`src/hdl/eiu_consts.svh`:
```
// Register offsets, field positions, reset values for the extended irq unit
// Summary of operation
// RULE1 - Falling edge on irq5 pin sets flag
// RULE2 - Rising edge on irq4 pin sets flag
// RULE3 - Falling edge on irq3 pin sets flag
// RULE4 - Rising edge on irq2 pin sets flag
// RULE5 - Flags stay set until software clears
// RULE6 - Software writing one raises enabled interrupt
// RULE7 - Enable bits three to zero gate sources
// RULE8 - Priority bit one means high priority
// RULE9 - Power-fail requests need power-fail enable bit
// RULE10 - Power-fail pin event sets power-fail flag
// RULE11 - Uncleared power-fail flag requests again
// RULE12 - Software writing power-fail flag raises interrupt
// RULE13 - Control bit seven doubles second port baud
// RULE14 - Listed reserved bits read back as one
// RULE15 - Listed reserved bits read back as zero
// RULE16 - Enable and priority bit four read zero
// RULE17 - Pins synchronised, one flag set per edge
// RULE18 - High priority presented before low priority
// RULE19 - Hardware set beats simultaneous software clear
`ifndef EIU_CONSTS_SVH
`define EIU_CONSTS_SVH

`define EIU_ADDR_FLAGS      8'h91
`define EIU_ADDR_CONTROL    8'hd8
`define EIU_ADDR_ENABLES    8'he8
`define EIU_ADDR_PRIORITIES 8'hf8

`define EIU_RST_FLAGS       8'h08
`define EIU_RST_CONTROL     8'h40
`define EIU_RST_ENABLES     8'he0
`define EIU_RST_PRIORITIES  8'he0

`define EIU_FLAGS_LSB       4
`define EIU_CTL_DOUBLER     7
`define EIU_CTL_PF_ENABLE   5
`define EIU_CTL_PF_FLAG     4

`define EIU_FLAGS_RSVD_ONES 8'h08
`define EIU_CTL_RSVD_ONES   8'h40
`define EIU_EN_RSVD_ONES    8'he0

`define EIU_SYNC_STAGES     2

`endif

```
`src/hdl/eiu_pkg.sv`:
```
// Types shared by the extended irq unit files
package eiu_pkg;
    // Source identifiers as presented to the core
    typedef enum logic [2:0] {
        EIU_SRC_NONE = 3'h0,
        EIU_SRC_PF   = 3'h1,
        EIU_SRC_IRQ2 = 3'h2,
        EIU_SRC_IRQ3 = 3'h3,
        EIU_SRC_IRQ4 = 3'h4,
        EIU_SRC_IRQ5 = 3'h5
    } eiu_src_t;

    // Arbiter state: idle or presenting a request
    typedef enum logic [0:0] {
        EIU_ARB_IDLE = 1'b0,
        EIU_ARB_REQ  = 1'b1
    } eiu_arb_t;
endpackage

```
`src/hdl/eiu_edge_if.sv`:
```
// Interface carrying pin levels in and edge pulses out of the edge detector
`timescale 1ns/1ps
interface eiu_edge_if #(parameter int WIDTH = 5);
    logic [WIDTH-1:0] pin_level;   // Raw pin levels, asserted-polarity
    logic [WIDTH-1:0] edge_pulse;  // One-cycle pulse per asserting edge

    modport detector (input pin_level, output edge_pulse);
    modport user     (output pin_level, input edge_pulse);
endinterface // eiu_edge_if

```
`src/hdl/eiu_top.sv`:
```
// Extended interrupt unit: flags, enables, priorities, power-fail, baud doubler
`timescale 1ns/1ps
`include "eiu_consts.svh"
module eiu_top (
    input  wire logic          core_clk,
    input  wire logic          rst,
    input  wire logic          ext_irq5_pin_low,
    input  wire logic          ext_irq4_pin_high,
    input  wire logic          ext_irq3_pin_low,
    input  wire logic          ext_irq2_pin_high,
    input  wire logic          powerfail_pin,
    input  wire logic [7:0]    sfr_addr,
    input  wire logic [7:0]    sfr_wdata,
    input  wire logic          sfr_wr,
    input  wire logic          sfr_rd,
    output logic      [7:0]    sfr_rdata,
    output logic               sfr_hit,
    output logic               irq_req,
    output logic               irq_high_prio,
    output eiu_pkg::eiu_src_t  irq_source,
    output logic               uart1_baud_doubler
);
    import eiu_pkg::*;

    // Stored software-visible state
    logic [3:0] irq_flags;        // Flags for sources 5..2 in bits 3..0
    logic       powerfail_flag;   // Power-fail event flag
    logic       powerfail_irq_enable;
    logic       baud_doubler_bit;
    logic [3:0] irq_enables;      // Bit 3 source 5 .. bit 0 source 2
    logic [3:0] irq_priorities;   // Same layout as enables

    // Edge detector hookup: bit 4 power-fail, bits 3..0 sources 5..2
    eiu_edge_if #(.WIDTH(5)) edge_bus ();
    wire [4:0] edge_pulse;

    // Active-low pins inverted so all edges look like rises
    assign edge_bus.pin_level = {powerfail_pin,
                                 ~ext_irq5_pin_low,    // RULE1
                                 ext_irq4_pin_high,    // RULE2
                                 ~ext_irq3_pin_low,    // RULE3
                                 ext_irq2_pin_high};   // RULE4
    assign edge_pulse = edge_bus.edge_pulse;

    eiu_edge_detect #(.WIDTH(5)) u_edge (
        .core_clk (core_clk),
        .rst      (rst),
        .edges    (edge_bus)
    );

    // Address decode for writes
    wire wr_flags = sfr_wr && (sfr_addr == `EIU_ADDR_FLAGS);
    wire wr_ctl   = sfr_wr && (sfr_addr == `EIU_ADDR_CONTROL);
    wire wr_en    = sfr_wr && (sfr_addr == `EIU_ADDR_ENABLES);
    wire wr_prio  = sfr_wr && (sfr_addr == `EIU_ADDR_PRIORITIES);

    // Flag next values: software write, then hardware set wins last
    wire [3:0] sw_flags  = wr_flags ? sfr_wdata[7:4] : irq_flags;  // RULE6
    wire [3:0] next_irq_flags = sw_flags | edge_pulse[3:0];         // RULE5 RULE19
    wire       sw_pf     = wr_ctl ? sfr_wdata[`EIU_CTL_PF_FLAG] : powerfail_flag; // RULE12
    wire       next_powerfail_flag = sw_pf | edge_pulse[4];         // RULE10 RULE19

    // Flag and control registers
    always_ff @(posedge core_clk) begin
        if (rst) begin
            irq_flags            <= 4'h0;
            powerfail_flag       <= 1'b0;
            powerfail_irq_enable <= 1'b0;
            baud_doubler_bit     <= 1'b0;
        end else begin
            irq_flags      <= next_irq_flags;
            powerfail_flag <= next_powerfail_flag;
            if (wr_ctl) begin
                powerfail_irq_enable <= sfr_wdata[`EIU_CTL_PF_ENABLE];
                baud_doubler_bit     <= sfr_wdata[`EIU_CTL_DOUBLER];
            end
        end
    end

    // Enable and priority registers; bit 4 not stored
    always_ff @(posedge core_clk) begin
        if (rst) begin
            irq_enables    <= 4'h0;
            irq_priorities <= 4'h0;
        end else begin
            if (wr_en) begin
                irq_enables <= sfr_wdata[3:0];      // RULE16
            end
            if (wr_prio) begin
                irq_priorities <= sfr_wdata[3:0];   // RULE16
            end
        end
    end

    // Read images with reserved bits fixed
    wire [7:0] img_flags_r = {irq_flags, 4'h8};                       // RULE14 RULE15
    wire [7:0] img_ctl = {baud_doubler_bit, 1'b1, powerfail_irq_enable,
                          powerfail_flag, 4'h0};                      // RULE14 RULE15
    wire [7:0] img_en   = {3'h7, 1'b0, irq_enables};                  // RULE14 RULE16
    wire [7:0] img_prio = {3'h7, 1'b0, irq_priorities};               // RULE14 RULE16

    // Read mux; unmapped addresses return zero and no hit
    wire       rd_hit = (sfr_addr == `EIU_ADDR_FLAGS) || (sfr_addr == `EIU_ADDR_CONTROL) ||
                        (sfr_addr == `EIU_ADDR_ENABLES) || (sfr_addr == `EIU_ADDR_PRIORITIES);
    wire [7:0] rd_mux = (sfr_addr == `EIU_ADDR_FLAGS)   ? img_flags_r :
                        (sfr_addr == `EIU_ADDR_CONTROL) ? img_ctl :
                        (sfr_addr == `EIU_ADDR_ENABLES) ? img_en :
                        (sfr_addr == `EIU_ADDR_PRIORITIES) ? img_prio : 8'h00;

    // Gated pending sources, power-fail in pend_pf, bits 3..0 sources 5..2
    wire [3:0] pend_ext = irq_flags & irq_enables;                    // RULE7
    wire       pend_pf  = powerfail_flag & powerfail_irq_enable;      // RULE9 RULE11
    wire [3:0] pend_hi  = pend_ext & irq_priorities;                  // RULE8
    wire [3:0] pend_lo  = pend_ext & ~irq_priorities;                 // RULE8

    // Fixed order within a level: power-fail, then 2, 3, 4, 5
    function automatic eiu_src_t pick_src(input logic [3:0] pend, input logic pf);
        eiu_src_t s;
        s = EIU_SRC_NONE;
        if (pf)           s = EIU_SRC_PF;
        else if (pend[0]) s = EIU_SRC_IRQ2;
        else if (pend[1]) s = EIU_SRC_IRQ3;
        else if (pend[2]) s = EIU_SRC_IRQ4;
        else if (pend[3]) s = EIU_SRC_IRQ5;
        return s;
    endfunction

    // Power-fail treated as high priority; high level served first
    wire       any_hi = pend_pf | (|pend_hi);
    wire       any_lo = |pend_lo;
    wire eiu_src_t next_irq_source = any_hi ? pick_src(pend_hi, pend_pf) :  // RULE18
                                     pick_src(pend_lo, 1'b0);

    // Registered outputs
    always_ff @(posedge core_clk) begin
        if (rst) begin
            sfr_rdata          <= 8'h00;
            sfr_hit            <= 1'b0;
            irq_req            <= 1'b0;
            irq_high_prio      <= 1'b0;
            irq_source         <= EIU_SRC_NONE;
            uart1_baud_doubler <= 1'b0;
        end else begin
            sfr_rdata          <= sfr_rd ? rd_mux : 8'h00;
            sfr_hit            <= sfr_rd & rd_hit;
            irq_req            <= any_hi | any_lo;             // RULE6 RULE12
            irq_high_prio      <= any_hi;                      // RULE18
            irq_source         <= next_irq_source;
            uart1_baud_doubler <= baud_doubler_bit;            // RULE13
        end
    end
endmodule // eiu_top

```
`src/hdl/eiu_edge_detect.sv`:
```
// Pin synchroniser and asserting-edge detector for the extended irq unit
`timescale 1ns/1ps
`include "eiu_consts.svh"
module eiu_edge_detect #(
    parameter int WIDTH = 5
) (
    input  wire logic core_clk,
    input  wire logic rst,
    eiu_edge_if.detector edges
);
    import eiu_pkg::*;

    logic [WIDTH-1:0] sync_first;   // First stage, read only by second
    logic [WIDTH-1:0] sync_second;  // Second stage, stable level
    logic [WIDTH-1:0] level_prev;   // Previous stable level

    // Two-flop synchroniser then one history flop
    always_ff @(posedge core_clk) begin
        if (rst) begin
            sync_first  <= '0;
            sync_second <= '0;
            level_prev  <= '0;
        end else begin
            sync_first  <= edges.pin_level;   // RULE17
            sync_second <= sync_first;
            level_prev  <= sync_second;
        end
    end

    // Pulse once per rise of the asserted level
    assign edges.edge_pulse = sync_second & ~level_prev;  // RULE17
endmodule // eiu_edge_detect

```
`config.mk`:
```
export PLATFORM = sky130hd
export DESIGN_NAME = eiu_top
export DESIGN_NICKNAME = d
export VERILOG_FILES = /design/src/hdl/eiu_pkg.sv /design/src/hdl/eiu_edge_if.sv /design/src/hdl/eiu_top.sv /design/src/hdl/eiu_edge_detect.sv
export VERILOG_INCLUDE_DIRS = /design/src /design/src/hdl
export SDC_FILE = /design/constraint.sdc
export NUM_CORES = 1
export LEC_CHECK = 0
export BUFFER_PORTS_ARGS = -buffer_cell sky130_fd_sc_hd__buf_4
export CORE_MARGIN = 1.5
export CORE_UTILIZATION = 40
export DETAILED_ROUTE_END_ITERATION = 6
export PLACE_DENSITY = 0.62
export SYNTH_ARGS = -nofsm -noshare
export SYNTH_HDL_FRONTEND = slang
export SYNTH_HIERARCHICAL = 1
export SYNTH_SLANG_ARGS = --single-unit
```
`constraint.sdc`:
```
create_clock -name core_clk -period 1.95 [get_ports core_clk]
set_input_delay 0.585 -clock core_clk [delete_from_list [all_inputs] [get_ports core_clk]]
set_output_delay 0.585 -clock core_clk [all_outputs]
set_load 0.02 [all_outputs]
```
# Yosys cells after proc, flatten, opt, wreduce, memory -nomap -nowiden

Index checks and enable logic that the tools add are counted.
W data, S select, Z words.

Register bits: 45
Logic and storage cells: 62
Input port bits: 25
Output and inout bits: 15

Reduce and logical (&&, ||, !) cells: 11
Mux-type cells: 16
Bitwise operators: 15
Equal/unequal tests: 4

Operators by type and width:

| operator             | count |
|---|---|
| $eq A8 B8 Y1 const B | 4 |
| $mux W8              | 4 |
| $mux W3              | 10 |
| $and A4 B4 Y4        | 3 |
| $reduce_or A4 Y1     | 3 |
| $and A5 B5 Y5        | 1 |
| $not A5 Y5           | 1 |
| $logic_and A1 B1 Y1  | 4 |
| $mux W4              | 1 |
| $not A4 Y4           | 1 |
| $or A4 B4 Y4         | 1 |
| $logic_or A1 B1 Y1   | 3 |
| $not A1 Y1           | 3 |
| $or A1 B1 Y1         | 3 |
| $and A1 B1 Y1        | 2 |
| $reduce_or A2 Y1     | 1 |
| $mux W1              | 1 |

# Longest topological paths before layout

Depth after elaboration: 8
Depth in mapped cells: 6
Depth with buffers taken out: 4

# Hierarchy

Netlist, hierarchy kept.

Modules (own cells, without submodules):

| module          | area each (um2) | seq. area each (um2) | times used | cells each |
|---|---|---|---|---|
| eiu_top         | 1295.0          | 600.6                | 1          | 139 |
| eiu_edge_detect | 464.2           | 300.3                | 1          | 36 |

# Worst setup path after synthesis

No wires, ideal clock.

Path kind: input to register
From: input sfr_addr[1]
To: register irq_priorities[1]
Setup slack: 205 ps
Data arrival time: 1618 ps
Stages: 5
Data required time: 1822 ps
Buffers on the path: 1
Setup time: 128 ps
Cells stage by stage: nand4bb_4 -> or4_4 -> buf_6 -> mux2i_1 -> nor2_1

Longest elaborated chain between the ends: 2

Ends and longest elaborated chain:

| element                | line          | text |
|---|---|---|
| start: declaration     | eiu_top.sv:12 | `input wire logic [7:0] sfr_addr,` |
| $eq A8 B8 Y1 (no line) | -             |  |
| $logic_and A1 B1 Y1    | eiu_top.sv:55 | `` wire wr_prio = sfr_wr && (sfr_addr == `EIU_ADDR_PRIORITIES); `` |
| end signal: assignment | eiu_top.sv:90 | `irq_priorities <= sfr_wdata[3:0];` |
| end: declaration       | eiu_top.sv:31 | `logic [3:0] irq_priorities;` |

No other way between the ends.
A chain may end at the register's enable or synchronous reset.

# Final worst setup path

Ends and elaborated chain as after synthesis.

==> results.cfg <==
[floorplanning]
die_y_um = 69.3
die_area_mm2 = 0.00480
ioPinCount = 40
start_util_pct = 42.7
core_mm2 = 0.00412
rows = 23
die_w_um = 69.3

[run_status]
status = complete, no violations

[place]
postPlaceCellArea_mm2 = 0.00207
gp_congestion = 0.841
io_buffers = 39
hpwl_um = 2670
place_ws_ns = 0.0500
dp.cells = 258

[routing]
vias = 1364
wl_per_cell_um = 13.5
antenna_left = 0
detail_route.wirelength_um = 3590
dr.pass1.iters = 4
viasPerCell = 5.13
drt_iter0_drc = 109
drc = 0

[finish]
antenna_cells = 0
design_area_mm2 = 0.00218
fin_util_pct = 52.9
drive_gt1_share_pct = 30.1
area_growth_pct = 23.7
fin_nets = 240
stdcell_count = 266

[logic_synthesis]
synth-compound-area-share_pct = 8.61
yosys-top-cells-area = dfxtp_1, mux2i_1, nor2_1, nor2b_2, nor2b_1
synth_top_cells_by_count = dfxtp_1, nor2_1, mux2i_1
synthDistinctLibCells = 40
synth-edff-count = 0
synth_top_family_by_area = simple AND/OR/NAND/NOR gates
synth_fa_ha_area_share_pct = 0
muxShareOfSynthArea_pct = 6.90
yosysTopAreaCell = dfxtp_1
synth-xor-area-share_pct = 0
ys_warn_count = 6
postSynth.asyncResetShare_pct = 0
synth_top_area_share_pct = 51.2
yosysMostFrequentCell = dfxtp_1
synth_simple_gate_area_share_pct = 29.4
synthFlopType = dfxtp_1
syn-mean-instance-area_um2 = 10.1
syn_inst = 175
ys_ff_latch = 45
seq_area_frac_synth_pct = 51.2
synth.cell_area_mm2 = 0.00176
syn_nets = 200

[timing]
hold_viol = 0
slew_violations = 0
max_freq_ghz = 0.632
min_period_ns = 1.58
setup_tns_ns = 0
relSlewSlack_pct = 70.8
tightest_slew_ns = 0.435
fin_hold_ws_ns = 0.441
rsz0062_at_grt = false
finalCritPeriodShare_pct = 81.2
finClkSkew_ns = 0.00690
final.setup.worst_slack_ns = 0.367
setup_viol = 0

[pwr]
peakVddDrop_v = 0.000369
total_power_mw = 1.67
p_leak_nw = 0.906
powerDensity_mw_per_mm2 = 768

[clock_network]
clock_sinks = 45
cts_tree = done
post-cts-setup-buffers = 0
clkTransAtPathRegs_ns = 0.08
clock-root-buffer = clkbuf_8
clk_latency_ns = 0.29
h-tree-depth = 2
ctsHoldBuffers = 0
cts_buffers = 5
clock_path_buffers = 2
cts_resized = 0

[setup_path]
critPathKind = input pin to register
crit_path_start_kind = input pin
worstPathArrival_ns = 1.75
required_ns = 2.12
setup.worst_path.end_class = register
worstPathMaxFanout = 4

[job]
cap_violations = 0

[grt]
antenna_found_initial = 0
grtUsageTotal_pct = 16.0
grt_pass1_wl_um = 6040
globalRoute.totalOverflow = 0
grt_pass1_vias = 1313
grt_max_degree = 37

[hold_path]
min_path_type = register to register
-- layout make-up --
class | instances | area (µm²)
flip-flops and latches | 45 | 901
multi-input cells | 118 | 791
repair buffers | 40 | 300
fillers | 371 | 1940
inverters | 5 | 20.0
clock buffers | 7 | 96.3
well taps | 50 | 62.6
clock inverters | 1 | 5.00
-- power by group --
group	internal, mW	switching [mW]	leakage, nW
Clock	0.320	0.299	0.0542
Combinational	0.0580	0.0459	0.486
Sequential	0.937	0.0104	0.366
Total	1.31	0.356	0.906
-- kinds of logic (layout without fill, tap and decap cells) --
| family | Yosys count | in the layout |
|---|---|---|
| and+or+nand+nor | 82 | 82 |
| buffers and inverters | 12 | 53 |
| DFF | 45 | 45 |
| AOI/OAI and AO/OA | 24 | 24 |
| muxes | 12 | 12 |
-- worst paths after layout --
kind / cells past startpoint / slack [ns] / startpoint / endpoint
worst max-delay path: 5 / 0.37 / sfr_addr[1] / irq_priorities[1]
worst min-delay path: 1 / 0.44 / u_edge/sync_first[0] / u_edge/sync_second[0]
worst max register to register: 4 / 0.68 / irq_priorities[2] / irq_source[0]
worst min register to register: 1 / 0.44 / u_edge/sync_first[0] / u_edge/sync_second[0]
-- registers in the layout (all words and copies together) (netlist names) --
name                  cells
irq_source                3
irq_high_prio             1
u_edge/sync_first         5
uart1_baud_doubler        1
powerfail_irq_enable      1
sfr_rdata                 8
irq_flags                 4
baud_doubler_bit          1
sfr_hit                   1
u_edge/sync_second        5
irq_priorities            4
u_edge/level_prev         5
irq_enables               4
powerfail_flag            1
irq_req                   1
-- per-layer routing --
metal	routed length, µm	vias to the layer above	GRT usage (%)	part of all wire (%)
met5	0	-	0	0
met4	37	0	5.23	1.0
met3	177	4	5.38	4.9
met2	1790	46	26.0	50
met1	1590	628	20.0	44
li1	-	686	-	-
-- critical path: stages --
cell and delay (ns):
buf_4 0.11, nand4bb_4 0.25, or4_4 0.56, mux2i_1 0.20, nor2_1 0.05
-- cells in the final DEF (no fill, tap or decap), drive strengths merged, types with 5 or more instances in the layout --
master,netlist,layout
clkbuf,2,7
nor2b,16,16
and2b,5,5
nand2,7,7
dfxtp,45,45
mux2i,11,11
a211oi,6,6
a21oi,7,7
buf,5,40
nor3,7,7
nand3,8,8
nor2,21,21
(Power assumes the default switching activity.)
